## src/shared/dct_pkg.sv

```systemverilog
package dct_pkg;

   // ======================================================
   // widths
   localparam int unsigned DATA_W = 32;
   localparam int unsigned ADDR_W = 8;
   localparam int unsigned CNT_W  = 16;
   localparam int unsigned PS_W   = 5;
   localparam int unsigned CTRL_W = 12;
   localparam int unsigned IRQ_N  = 4;

   // ======================================================
   // register offsets
   localparam logic [ADDR_W-1:0] OFS_CNT1 = 8'h00;
   localparam logic [ADDR_W-1:0] OFS_CNT2 = 8'h04;
   localparam logic [ADDR_W-1:0] OFS_RCA  = 8'h08;
   localparam logic [ADDR_W-1:0] OFS_RCB  = 8'h0C;
   localparam logic [ADDR_W-1:0] OFS_PRSC = 8'h10;
   localparam logic [ADDR_W-1:0] OFS_CTRL = 8'h14;
   localparam logic [ADDR_W-1:0] OFS_IEN  = 8'h18;
   localparam logic [ADDR_W-1:0] OFS_PEND = 8'h1C;

   // ======================================================
   // pending bit positions
   localparam int unsigned PND_A = 0;
   localparam int unsigned PND_B = 1;
   localparam int unsigned PND_C = 2;
   localparam int unsigned PND_D = 3;
   localparam int unsigned STS_OUT = 4;
   localparam int unsigned STS_NXB = 5;
   localparam logic [IRQ_N-1:0] IRQ1_MASK = 4'h7;

   // ======================================================
   // reset values
   localparam logic [CNT_W-1:0]  CNT_RST  = 16'h0000;
   localparam logic [CNT_W-1:0]  RC_RST   = 16'h0000;
   localparam logic [PS_W-1:0]   PRSC_RST = 5'h00;
   localparam logic [CTRL_W-1:0] CTRL_RST = 12'h000;
   localparam logic [IRQ_N-1:0]  IEN_RST  = 4'h0;
   localparam logic [IRQ_N-1:0]  PEND_RST = 4'h0;

   // ======================================================
   // modes and clock sources
   typedef enum logic [1:0] {
      MD_PWM  = 2'h0,
      MD_DCAP = 2'h1,
      MD_DUAL = 2'h2,
      MD_ICAP = 2'h3
   } dct_mode_t;

   typedef enum logic [2:0] {
      CS_NONE  = 3'h0,
      CS_PRESC = 3'h1,
      CS_EVENT = 3'h2,
      CS_PACC  = 3'h3,
      CS_SLOW  = 3'h4
   } dct_clk_sel_t;

   typedef struct packed {
      logic         pacc_low;
      logic         edge_fall;
      logic         out_init;
      logic         tog_en;
      dct_clk_sel_t clk2;
      dct_clk_sel_t clk1;
      dct_mode_t    mode;
   } dct_ctrl_t;

endpackage

```

## src/logic/dct_timer.sv

```systemverilog
// Added by the designer: the plain strobed port and the placing of the registers.
`timescale 1ns/10ps
// Functional notes
// - two 16-bit down counters and two 16-bit reload/capture registers
// - control logic selects one of four modes, plus interrupt and pin control
// - each counter picks none, prescaled, event, pulse-accumulate or slow clock
// - 5-bit divisor and down counter divide system clock by divisor plus one
// - reset clears divisor and prescaler down counter
// - event clock counts rising or falling input edges as software selects
// - event and pulse-accumulate clocks stop counting in modes 2 and 4
// - pulse-accumulate ticks on prescaler pulse while input is at active level
// - active level of pulse-accumulate gating is software programmable
// - slow clock is synchronised and must run at most one-fourth system clock
// - slow clock source is blocked during power save
// - counters hold while system clock is stopped
// - after reset both counters have no clock until software configures them
// - mode 1 counter one reloads alternately from first and second registers
// - first reload after any restart comes from the first register
// - mode 1 toggles output pin on every counter one underflow when enabled
// - mode 1 sets separate pending flags for first and second reloads
// - counter two underflow sets its pending flag, interrupting when enabled
// - sources A, B, C share interrupt one; D drives interrupt two
module dct_timer #(
   parameter int unsigned CNT_W = dct_pkg::CNT_W,
   parameter int unsigned PS_W  = dct_pkg::PS_W
)(
   input  wire logic                       clk_sys,
   input  wire logic                       rst,
   input  wire logic                       ce,
   input  wire logic [dct_pkg::ADDR_W-1:0] addr,
   input  wire logic [dct_pkg::DATA_W-1:0] wdata,
   input  wire logic                       wr_stb,
   input  wire logic                       rd_stb,
   output logic      [dct_pkg::DATA_W-1:0] rdata,
   input  wire logic                       timer_pin_in,
   input  wire logic                       slow_clk,
   input  wire logic                       pwr_save,
   output logic                            timer_pin_out,
   output logic                            timer_irq1,
   output logic                            timer_irq2
);
   import dct_pkg::*;

   // ======================================================
   // parameter check
   if (CNT_W < 2 || CNT_W > DATA_W || PS_W < 1 || PS_W > CNT_W)
   begin : g_bad_param
      $error("dct_timer: unsupported width parameters");
   end

   // ======================================================
   // state
   logic [CNT_W-1:0]  cnt_q [2];
   logic [CNT_W-1:0]  cnt_d [2];
   logic [CNT_W-1:0]  rld   [2];
   logic [CNT_W-1:0]  rca_q;
   logic [CNT_W-1:0]  rcb_q;
   logic [PS_W-1:0]   prsc_q;
   logic [PS_W-1:0]   ps_cnt_q;
   logic [PS_W-1:0]   ps_cnt_d;
   dct_ctrl_t         ctrl_q;
   logic [IRQ_N-1:0]  ien_q;
   logic [IRQ_N-1:0]  pend_q;
   logic [IRQ_N-1:0]  pend_d;
   logic [IRQ_N-1:0]  pend_set;
   logic [IRQ_N-1:0]  pend_clr;
   logic              nxt_b_q;
   logic              nxt_b_d;
   logic              out_q;
   logic              out_d;
   logic              irq1_q;
   logic              irq2_q;
   logic [DATA_W-1:0] rdata_q;
   logic [DATA_W-1:0] rd_mux;
   logic [2:0]        pin_s_q;
   logic [2:0]        slow_s_q;
   logic [1:0]        tick;
   logic [1:0]        unf;
   logic [1:0]        wr_cnt;
   logic              capt_mode;
   logic              pwm_mode;
   logic              pin_edge;
   logic              pacc_lvl;
   logic              slow_rise;
   logic              ps_tick;
   logic              restart;
   logic              tog_on;

   // ======================================================
   // clock source decode
   function automatic logic sel_tick(
      input dct_clk_sel_t sel,
      input logic         capt,
      input logic         ps,
      input logic         ev,
      input logic         lvl,
      input logic         sl,
      input logic         psave
   );
      logic t;
      t = 1'b0;
      case (sel)
         CS_PRESC: t = ps;
         CS_EVENT: t = ev && !capt;
         CS_PACC:  t = ps && lvl && !capt;
         CS_SLOW:  t = sl && !psave;
         default:  t = 1'b0;
      endcase
      return t;
   endfunction

   function automatic logic hit(
      input logic [ADDR_W-1:0] a,
      input logic [ADDR_W-1:0] ofs
   );
      return a == ofs;
   endfunction

   // ======================================================
   // input synchronisers
   always_ff @(posedge clk_sys or posedge rst)
   begin
      if (rst)
      begin
         pin_s_q  <= 3'h0;
         slow_s_q <= 3'h0;
      end
      else if (ce)
      begin
         pin_s_q  <= {pin_s_q[1:0], timer_pin_in};
         slow_s_q <= {slow_s_q[1:0], slow_clk};
      end
   end

   assign pin_edge  = ctrl_q.edge_fall ? (pin_s_q[2] && !pin_s_q[1])
                                       : (pin_s_q[1] && !pin_s_q[2]);
   assign pacc_lvl  = pin_s_q[1] ^ ctrl_q.pacc_low;
   assign slow_rise = slow_s_q[1] && !slow_s_q[2];

   // ======================================================
   // prescaler
   assign ps_tick  = (ps_cnt_q == '0);
   assign ps_cnt_d = ps_tick ? prsc_q : ps_cnt_q - 1'b1;

   always_ff @(posedge clk_sys or posedge rst)
   begin
      if (rst)
      begin
         ps_cnt_q <= PS_W'(PRSC_RST);
      end
      else if (ce)
      begin
         ps_cnt_q <= ps_cnt_d;
      end
   end

   // ======================================================
   // counters
   assign capt_mode = (ctrl_q.mode == MD_DCAP) || (ctrl_q.mode == MD_ICAP);
   assign pwm_mode  = (ctrl_q.mode == MD_PWM);
   assign tick[0]   = sel_tick(ctrl_q.clk1, capt_mode, ps_tick, pin_edge,
                               pacc_lvl, slow_rise, pwr_save);
   assign tick[1]   = sel_tick(ctrl_q.clk2, capt_mode, ps_tick, pin_edge,
                               pacc_lvl, slow_rise, pwr_save);
   assign wr_cnt[0] = wr_stb && hit(addr, OFS_CNT1);
   assign wr_cnt[1] = wr_stb && hit(addr, OFS_CNT2);
   assign rld[0]    = (pwm_mode && nxt_b_q) ? rcb_q : rca_q;
   assign rld[1]    = rcb_q;

   for (genvar gi = 0; gi < 2; gi++)
   begin : g_cnt
      assign unf[gi]   = tick[gi] && (cnt_q[gi] == '0);
      assign cnt_d[gi] = wr_cnt[gi] ? wdata[CNT_W-1:0]
                       : unf[gi]    ? rld[gi]
                       : tick[gi]   ? cnt_q[gi] - 1'b1
                       : cnt_q[gi];

      always_ff @(posedge clk_sys or posedge rst)
      begin
         if (rst)
         begin
            cnt_q[gi] <= CNT_W'(CNT_RST);
         end
         else if (ce)
         begin
            cnt_q[gi] <= cnt_d[gi];
         end
      end
   end

   // ======================================================
   // alternating reload and output pin
   assign restart = !pwm_mode || (ctrl_q.clk1 == CS_NONE);
   assign nxt_b_d = restart ? 1'b0 : (unf[0] ? !nxt_b_q : nxt_b_q);
   assign tog_on  = ctrl_q.tog_en && (ctrl_q.mode != MD_DCAP);
   assign out_d   = !tog_on ? ctrl_q.out_init
                  : (unf[0] ? !out_q : out_q);

   // ======================================================
   // pending flags, set wins over clear
   assign pend_set[PND_A] = unf[0] && pwm_mode && !nxt_b_q;
   assign pend_set[PND_B] = unf[0] && pwm_mode && nxt_b_q;
   assign pend_set[PND_C] = unf[0] && !pwm_mode;
   assign pend_set[PND_D] = unf[1];
   assign pend_clr = (wr_stb && hit(addr, OFS_PEND)) ? wdata[IRQ_N-1:0] : '0;
   assign pend_d   = pend_set | (pend_q & ~pend_clr);

   // ======================================================
   // register writes
   always_ff @(posedge clk_sys or posedge rst)
   begin
      if (rst)
      begin
         rca_q   <= CNT_W'(RC_RST);
         rcb_q   <= CNT_W'(RC_RST);
         prsc_q  <= PS_W'(PRSC_RST);
         ctrl_q  <= dct_ctrl_t'(CTRL_RST);
         ien_q   <= IEN_RST;
      end
      else if (ce && wr_stb)
      begin
         if (hit(addr, OFS_RCA))
         begin
            rca_q <= wdata[CNT_W-1:0];
         end
         if (hit(addr, OFS_RCB))
         begin
            rcb_q <= wdata[CNT_W-1:0];
         end
         if (hit(addr, OFS_PRSC))
         begin
            prsc_q <= wdata[PS_W-1:0];
         end
         if (hit(addr, OFS_CTRL))
         begin
            ctrl_q <= dct_ctrl_t'(wdata[CTRL_W-1:0]);
         end
         if (hit(addr, OFS_IEN))
         begin
            ien_q <= wdata[IRQ_N-1:0];
         end
      end
   end

   // ======================================================
   // status, pin and interrupt flops
   always_ff @(posedge clk_sys or posedge rst)
   begin
      if (rst)
      begin
         nxt_b_q <= 1'b0;
         out_q   <= 1'b0;
         pend_q  <= PEND_RST;
         irq1_q  <= 1'b0;
         irq2_q  <= 1'b0;
      end
      else if (ce)
      begin
         nxt_b_q <= nxt_b_d;
         out_q   <= out_d;
         pend_q  <= pend_d;
         irq1_q  <= |(pend_q & ien_q & IRQ1_MASK);
         irq2_q  <= pend_q[PND_D] && ien_q[PND_D];
      end
   end

   // ======================================================
   // read port
   assign rd_mux =
        hit(addr, OFS_CNT1) ? DATA_W'(cnt_q[0])
      : hit(addr, OFS_CNT2) ? DATA_W'(cnt_q[1])
      : hit(addr, OFS_RCA)  ? DATA_W'(rca_q)
      : hit(addr, OFS_RCB)  ? DATA_W'(rcb_q)
      : hit(addr, OFS_PRSC) ? DATA_W'(prsc_q)
      : hit(addr, OFS_CTRL) ? DATA_W'(ctrl_q)
      : hit(addr, OFS_IEN)  ? DATA_W'(ien_q)
      : hit(addr, OFS_PEND) ? DATA_W'({nxt_b_q, out_q, pend_q})
      : '0;

   always_ff @(posedge clk_sys or posedge rst)
   begin
      if (rst)
      begin
         rdata_q <= '0;
      end
      else if (ce)
      begin
         rdata_q <= rd_stb ? rd_mux : '0;
      end
   end

   assign rdata         = rdata_q;
   assign timer_pin_out = out_q;
   assign timer_irq1    = irq1_q;
   assign timer_irq2    = irq2_q;
endmodule

```

## config.mk

```make
export PLATFORM = sky130hd
export DESIGN_NAME = dct_timer
export DESIGN_NICKNAME = d
export VERILOG_FILES = /design/src/shared/dct_pkg.sv /design/src/logic/dct_timer.sv
export SDC_FILE = /design/constraint.sdc
export NUM_CORES = 1
export LEC_CHECK = 0
export ABC_AREA = 1
export ABC_CLOCK_PERIOD_IN_PS = 9700
export BUFFER_PORTS_ARGS = -buffer_cell sky130_fd_sc_hd__buf_4
export CAP_MARGIN = 20
export CORE_ASPECT_RATIO = 1.5
export CORE_MARGIN = 3
export CORE_UTILIZATION = 40
export CTS_CLUSTER_DIAMETER = 40
export DETAILED_ROUTE_END_ITERATION = 6
export PLACE_DENSITY = 0.55
export SLEW_MARGIN = 20
export SYNTH_ARGS = -nofsm -noshare
export SYNTH_HDL_FRONTEND = slang
export SYNTH_SLANG_ARGS = --single-unit
```

## constraint.sdc

```tcl
create_clock -name clk_sys -period 9.7 [get_ports clk_sys]
set_clock_uncertainty 0.15 [all_clocks]
set_input_delay 1.94 -clock clk_sys [delete_from_list [all_inputs] [get_ports clk_sys]]
set_output_delay 1.94 -clock clk_sys [all_outputs]
set_load 0.1 [all_outputs]
```

# Yosys cells after proc, flatten, opt, wreduce, memory -nomap -nowiden

Index checks and enable logic that the tools add are counted.

$add $sub $neg: 3
Equality and inequality tests: 19
Mux-type cells: 25
Bitwise operators: 5
Reductions and logical operators: 49

Operators by type and width:

| cell                                                | count |
|---|---|
| two-way mux 16 bit                                  | 12 |
| equality test 8 x 5 -> 1 bit, second input constant | 4 |
| logical NOT 16 bit                                  | 2 |
| subtractor 16 x 1 -> 16 bit, second input constant  | 2 |
| two-way mux 12 bit                                  | 2 |
| logical AND 1 bit                                   | 20 |
| AND reduction 2 bit                                 | 9 |
| equality test 8 x 4 -> 1 bit, second input constant | 2 |
| equality test 3 x 2 -> 1 bit, second input constant | 4 |
| two-way mux 6 bit                                   | 2 |
| equality test 8 x 3 -> 1 bit, second input constant | 1 |
| logical NOT 1 bit                                   | 8 |
| logical NOT 8 bit                                   | 1 |
| case mux 1 bit (4 select lines)                     | 2 |
| equality test 3 x 1 -> 1 bit, second input constant | 2 |
| equality test 3 bit, second input constant          | 2 |
| nonzero test 3 bit                                  | 2 |
| logical NOT 5 bit                                   | 1 |
| two-way mux 1 bit                                   | 5 |
| two-way mux 5 bit                                   | 1 |
| subtractor 5 x 1 -> 5 bit, second input constant    | 1 |
| bitwise AND 4 bit                                   | 1 |
| two-way mux 4 bit                                   | 1 |
| inverter 4 bit                                      | 1 |
| other kinds (12)                                    | 13 |

Bits in registers: 136
Input bits: 48

# Logic depth before layout (Yosys ltp)

Depth in word-level cells: 10
Depth in mapped cells: 14
Gate-level depth less buffers: 13

# Worst setup path before layout

Ideal clock, no wire load.

Path type: input to register
Start point: in addr[6] (netlist name)
End point: reg cnt_q[0] (netlist name)
Setup time: 121 ps
Arrival: 3,034 ps
Setup slack: 6,395 ps
Cell stages on the path: 11
Path buffers: 1
Cell sequence: inv_1 nand3_1 nor2_1 inv_2 nor2_8 nand2_4 nand3_4 nand2_4 buf_4 nor2_1 a21oi_1

Word-level cells in the longest chain between the ends: 4
Elaborated cells between the ends (all ways): 5
Those cells by class: 1 x eq/ne; 1 x mux; 3 x reduce/logical

RTL lines:

| what                                 | RTL line         | source |
|---|---|---|
| from (decl)                          | dct_timer.sv:30  | `input wire logic [dct_pkg::ADDR_W-1:0] addr,` |
| equality test 8 x 3 -> 1 bit *       | dct_timer.sv:116 | `return a == ofs;` |
| logical AND 1 bit *                  | dct_timer.sv:166 | `assign wr_cnt[1] = wr_stb && hit(addr, OFS_CNT2);` |
| nonzero test 3 bit (no source line)  | n/a              |  |
| AND reduction 2 bit (no source line) | n/a              |  |
| to (signal, indexed assignment)      | dct_timer.sv:182 | `cnt_q[gi] <= CNT_W'(CNT_RST);` |
| to (signal, indexed assignment)      | dct_timer.sv:186 | `cnt_q[gi] <= cnt_d[gi];` |
| to (decl)                            | dct_timer.sv:53  | `logic [CNT_W-1:0] cnt_q [2];` |

Mark *: on every way between the ends. The rest lies on a longest branch, timed or not.
A chain may end at the register's enable or synchronous reset.

# Worst setup path in the final report

Start point: in addr[6] (netlist name)
End point: reg cnt_q[24] (netlist name)

Word-level cells in the longest chain between the ends: 4
Elaborated cells between the ends (all ways): 5
Those cells by class: 1 x mux; 4 x reduce/logical

RTL lines:

| what                                 | RTL line         | source |
|---|---|---|
| logical NOT 8 bit *                  | dct_timer.sv:116 |  |
| logical AND 1 bit *                  | dct_timer.sv:165 | `assign wr_cnt[0] = wr_stb && hit(addr, OFS_CNT1);` |
| nonzero test 3 bit (no source line)  | n/a              |  |
| AND reduction 2 bit (no source line) | n/a              |  |

Marked as above.

==> run_summary.xml <==
<?xml version="1.0" encoding="UTF-8"?>
<metrics>
  <group name="yosys">
    <metric name="synthFlopType" unit="">sky130_fd_sc_hd__dfrtp_1</metric>
    <metric name="synthAdderAreaFrac" unit="">0.00841</metric>
    <metric name="async_set_reset_flop_share_out_of_synthesis" unit="">1.00</metric>
    <metric name="synthSimpleGateAreaFrac" unit="">0.322</metric>
    <metric name="syn-instance-count" unit="">1041</metric>
    <metric name="synth_compound_gate_area_share" unit="">0.141</metric>
    <metric name="synth-warning-count" unit="">0</metric>
    <metric name="synth.yosys.seq_area_share" unit="">0.404</metric>
    <metric name="dominant_combinational_cell_family_by_area_after_synthesis" unit="">simple AND/OR/NAND/NOR gates</metric>
    <metric name="synth_seq_cells" unit="">120</metric>
    <metric name="synth_enable_flop_cells" unit="">0</metric>
    <metric name="synth_xor_area_frac" unit="">0.0283</metric>
    <metric name="avgSynthCellArea" unit="sq um">7.15</metric>
    <metric name="netlist_area" unit="sq mm">0.00744</metric>
    <metric name="yosysUniqueCellTypes" unit="">40</metric>
    <metric name="synth.area.mux_share" unit="">0.00286</metric>
  </group>
  <group name="clocking">
    <metric name="tritoncts" unit="">yes</metric>
    <metric name="ctsRootBufferMaster" unit="">sky130_fd_sc_hd__clkbuf_16</metric>
    <metric name="cts-root-to-sink-buffers" unit="">2</metric>
    <metric name="cts-htree-levels" unit="">4</metric>
    <metric name="postCtsSetupRepairBufs" unit="">0</metric>
    <metric name="clkLatencyLatePin" unit="ps">420</metric>
    <metric name="clk_transition_reported_paths" unit="ps">60</metric>
    <metric name="cts_resized" unit="">0</metric>
    <metric name="numClockSinks" unit="">120</metric>
    <metric name="numCtsBuffers" unit="">17</metric>
    <metric name="cts_hold_buf" unit="">0</metric>
  </group>
  <group name="route">
    <metric name="drt-pass1-iter-count" unit="">5</metric>
    <metric name="totalWireLength" unit="um">22900</metric>
    <metric name="drt_drc_violations_left" unit="">0</metric>
    <metric name="via_count" unit="">6856</metric>
    <metric name="postRouteAntennaNets" unit="">0</metric>
    <metric name="drt-vias-per-instance" unit="">5.14</metric>
    <metric name="wl_per_cell" unit="um">17.2</metric>
    <metric name="detailedRoute.firstIterationViolations" unit="">455</metric>
  </group>
  <group name="sta">
    <metric name="final.period_utilization" unit="">0.464</metric>
    <metric name="setup_viol" unit="">0</metric>
    <metric name="clock.fmax" unit="GHz">0.222</metric>
    <metric name="timing.setup.tns" unit="ps">0</metric>
    <metric name="finalMaxSlewViolations" unit="">0</metric>
    <metric name="final-hold-violation-count" unit="">0</metric>
    <metric name="period_needed" unit="ps">4500</metric>
    <metric name="max-slew-margin-rel" unit="">0.345</metric>
    <metric name="tightestPinTransition" unit="ps">980</metric>
    <metric name="final.setup.worst_slack" unit="ps">5200</metric>
    <metric name="setup_repair_after_global_routing_missed_its_margin" unit="">no</metric>
  </group>
  <group name="min_path">
    <metric name="hold-path-endpoint" unit="">rdata[0]</metric>
    <metric name="whs_path_depth" unit="">2</metric>
    <metric name="worstHoldStart" unit="">rdata[0]</metric>
    <metric name="worstHoldPathType" unit="">reg2reg</metric>
  </group>
  <group name="floorplanning">
    <metric name="top_level_ports" unit="">83</metric>
    <metric name="die_h" unit="um">173</metric>
    <metric name="start_util" unit="">0.411</metric>
    <metric name="placement_rows" unit="">60</metric>
    <metric name="fp.coreArea" unit="sq mm">0.0181</metric>
    <metric name="floorplan.die_area" unit="sq mm">0.0203</metric>
    <metric name="die-width" unit="um">117</metric>
  </group>
  <group name="place">
    <metric name="postPlaceCellArea" unit="sq mm">0.00788</metric>
    <metric name="pre_cts_slack" unit="ps">4850</metric>
    <metric name="io_buffer_count" unit="">50</metric>
    <metric name="gp_congestion" unit="">0.869</metric>
    <metric name="detailedPlacementHpwl" unit="um">16500</metric>
  </group>
  <group name="cells_and_area">
    <metric name="antenna_cells_inserted" unit="">0</metric>
    <metric name="nNetsFinal" unit="">1127</metric>
    <metric name="area_growth_syn_to_layout" unit="%">14.3</metric>
    <metric name="final_util" unit="">0.470</metric>
    <metric name="layout-drive-gt1-share" unit="">0.112</metric>
    <metric name="n_fill_cell" unit="">1883</metric>
    <metric name="finalInstanceArea" unit="sq mm">0.00850</metric>
  </group>
  <group name="power_and_ir_drop">
    <metric name="worst_supply_voltage_drop_on_vdd" unit="V">0.000129</metric>
    <metric name="p_leak" unit="nW">4.29</metric>
    <metric name="power.density_cell_area" unit="mW/mm^2">177</metric>
  </group>
  <group name="setup_path">
    <metric name="critical_path_peak_fanout" unit="">33</metric>
    <metric name="critPathKind" unit="">in2reg</metric>
    <metric name="r2r.worst_path.cells" unit="">5</metric>
    <metric name="end_kind" unit="">flop</metric>
    <metric name="critPathRequiredTime" unit="ps">9860</metric>
    <metric name="reg2reg_setup_slack" unit="ps">6950</metric>
    <metric name="critPathArrivalTime" unit="ps">4660</metric>
    <metric name="worstSetupStartpointType" unit="">input port</metric>
    <metric name="worst_reg2reg_path_startpoint" unit="">ctrl_q[0]</metric>
    <metric name="critical_path.reg2reg.endpoint" unit="">cnt_q[18]</metric>
  </group>
  <group name="global_route">
    <metric name="groute.usage.overall" unit="">0.232</metric>
    <metric name="grt_antenna_before_repair" unit="">0</metric>
    <metric name="first_global_vias" unit="">6768</metric>
    <metric name="grt_remaining_overflow" unit="">0</metric>
    <metric name="wire_length_of_the_first_global_routing_pass" unit="um">37100</metric>
    <metric name="largest_net_degree_at_the_start_of_global_routing" unit="">65</metric>
  </group>
  <group name="run">
    <metric name="cap_violations" unit="">0</metric>
  </group>
  <group name="status">
    <metric name="status" unit="">completed</metric>
  </group>
</metrics>
## placed cells by master (no fill, tap or decap), types with 4 or more instances in the layout
cell	synthesis	routed
sky130_fd_sc_hd__nand2_1	318	318
sky130_fd_sc_hd__o211ai_1	8	8
sky130_fd_sc_hd__nor2_2	9	9
sky130_fd_sc_hd__o2111ai_1	6	6
sky130_fd_sc_hd__a21oi_1	87	87
sky130_fd_sc_hd__nor2_1	75	75
sky130_fd_sc_hd__clkinv_2	0	5
sky130_fd_sc_hd__xnor2_1	7	7
sky130_fd_sc_hd__ha_1	5	5
sky130_fd_sc_hd__inv_2	5	5
sky130_fd_sc_hd__nand2_2	7	7
sky130_fd_sc_hd__clkbuf_16	0	17
sky130_fd_sc_hd__nand2_4	7	7
sky130_fd_sc_hd__nand3_1	99	99
sky130_fd_sc_hd__o21ai_0	77	77
sky130_fd_sc_hd__conb_1	1	16
sky130_fd_sc_hd__dfrtp_1	120	120
sky130_fd_sc_hd__xor2_1	17	17
sky130_fd_sc_hd__nor3_1	4	4
sky130_fd_sc_hd__nand4_1	11	11
sky130_fd_sc_hd__buf_4	20	51
sky130_fd_sc_hd__o21a_1	5	5
sky130_fd_sc_hd__inv_1	94	93
## critical path: stages
cell                      delay, ps
sky130_fd_sc_hd__buf_4          110
sky130_fd_sc_hd__inv_1           60
sky130_fd_sc_hd__nand3_1         70
sky130_fd_sc_hd__nor2_1         220
sky130_fd_sc_hd__inv_2          150
sky130_fd_sc_hd__nor2_4         700
sky130_fd_sc_hd__nand2_2        520
sky130_fd_sc_hd__inv_1          560
sky130_fd_sc_hd__a21oi_1        140
sky130_fd_sc_hd__nand2_1        110
sky130_fd_sc_hd__nand2_1         50
## metal layers
layer,wire length (um),GRT usage,share of wire
met3,671,0.0314,0.029
met4,1130,0.123,0.049
met2,12000,0.419,0.52
met5,0,0,0
met1,9110,0.265,0.40
## final cells by class
cell class                      count  area (sq um)  share of cell area
Clock buffer                       22           474              0.0558
Multi-Input combinational cell    782          3800               0.447
Clock inverter                      9           123              0.0144
Sequential cell                   120          3000               0.353
Tap cell                          248           310              0.0365
Timing Repair Buffer               52           410              0.0483
Inverter                          101           382              0.0449
## power by group
| group | switching [mW] | leakage [nW] | internal, mW |
|---|---|---|---|
| Combinational | 0.190 | 2.37 | 0.0918 |
| Clock | 0.229 | 0.296 | 0.420 |
| Sequential | 0.0395 | 1.62 | 0.538 |
## how the worst max path moves through the flow
stage	slack (ps)	from	end
floorplan	4420	rst	cnt_q[0]
global placement	4860	addr[6]	cnt_q[26]
detailed placement	4850	addr[6]	cnt_q[24]
CTS	5310	addr[6]	cnt_q[26]
global route	5010	addr[5]	cnt_q[26]
finish	5200	addr[6]	cnt_q[24]
## Yosys cell counts, types with 9 or more instances
master,number,area (sq um)
sky130_fd_sc_hd__xor2_1,17,149
sky130_fd_sc_hd__dfrtp_1,120,3000
sky130_fd_sc_hd__clkbuf_1,15,56.3
sky130_fd_sc_hd__nor2_1,75,282
sky130_fd_sc_hd__o21ai_0,77,385
sky130_fd_sc_hd__inv_1,94,353
sky130_fd_sc_hd__nand2_1,318,1190
sky130_fd_sc_hd__a21oi_1,87,435
sky130_fd_sc_hd__buf_4,20,150
sky130_fd_sc_hd__nor2_2,9,56.3
sky130_fd_sc_hd__nand4_1,11,68.8
sky130_fd_sc_hd__buf_2,9,45.0
sky130_fd_sc_hd__nand3_1,99,495
## kinds of logic after synthesis
family	Yosys count
xor+xnor	24
other cells	1
buf+inv	154
compound gates	194
flops	120
simple gates	541
mux	2
fa+ha+maj	5
## stage by stage
step / hold WS [ps] / std cells / power, mW
2_1_floorplan: 292 / 1056 / 0.801
3_3_place_gp: 311 / 1302 / 0.865
3_5_place_dp: 316 / 1302 / 0.866
4_1_cts: 331 / 1333 / 1.52
5_1_grt: 347 / 1334 / 1.58
6_report: 328 / 1334 / 1.51
## sequential cells by signal, indices dropped and copies added (netlist names)
signal / count
cnt_q: 32
rca_q: 16
rcb_q: 16
rdata: 16
ctrl_q: 12
prsc_q: 5
ps_cnt_q: 5
ien_q: 4
pend_q: 4
pin_s_q: 3
slow_s_q: 3
nxt_b_q: 1
timer_irq1: 1
timer_irq2: 1
timer_pin_out: 1
(Power assumes the default switching activity.)
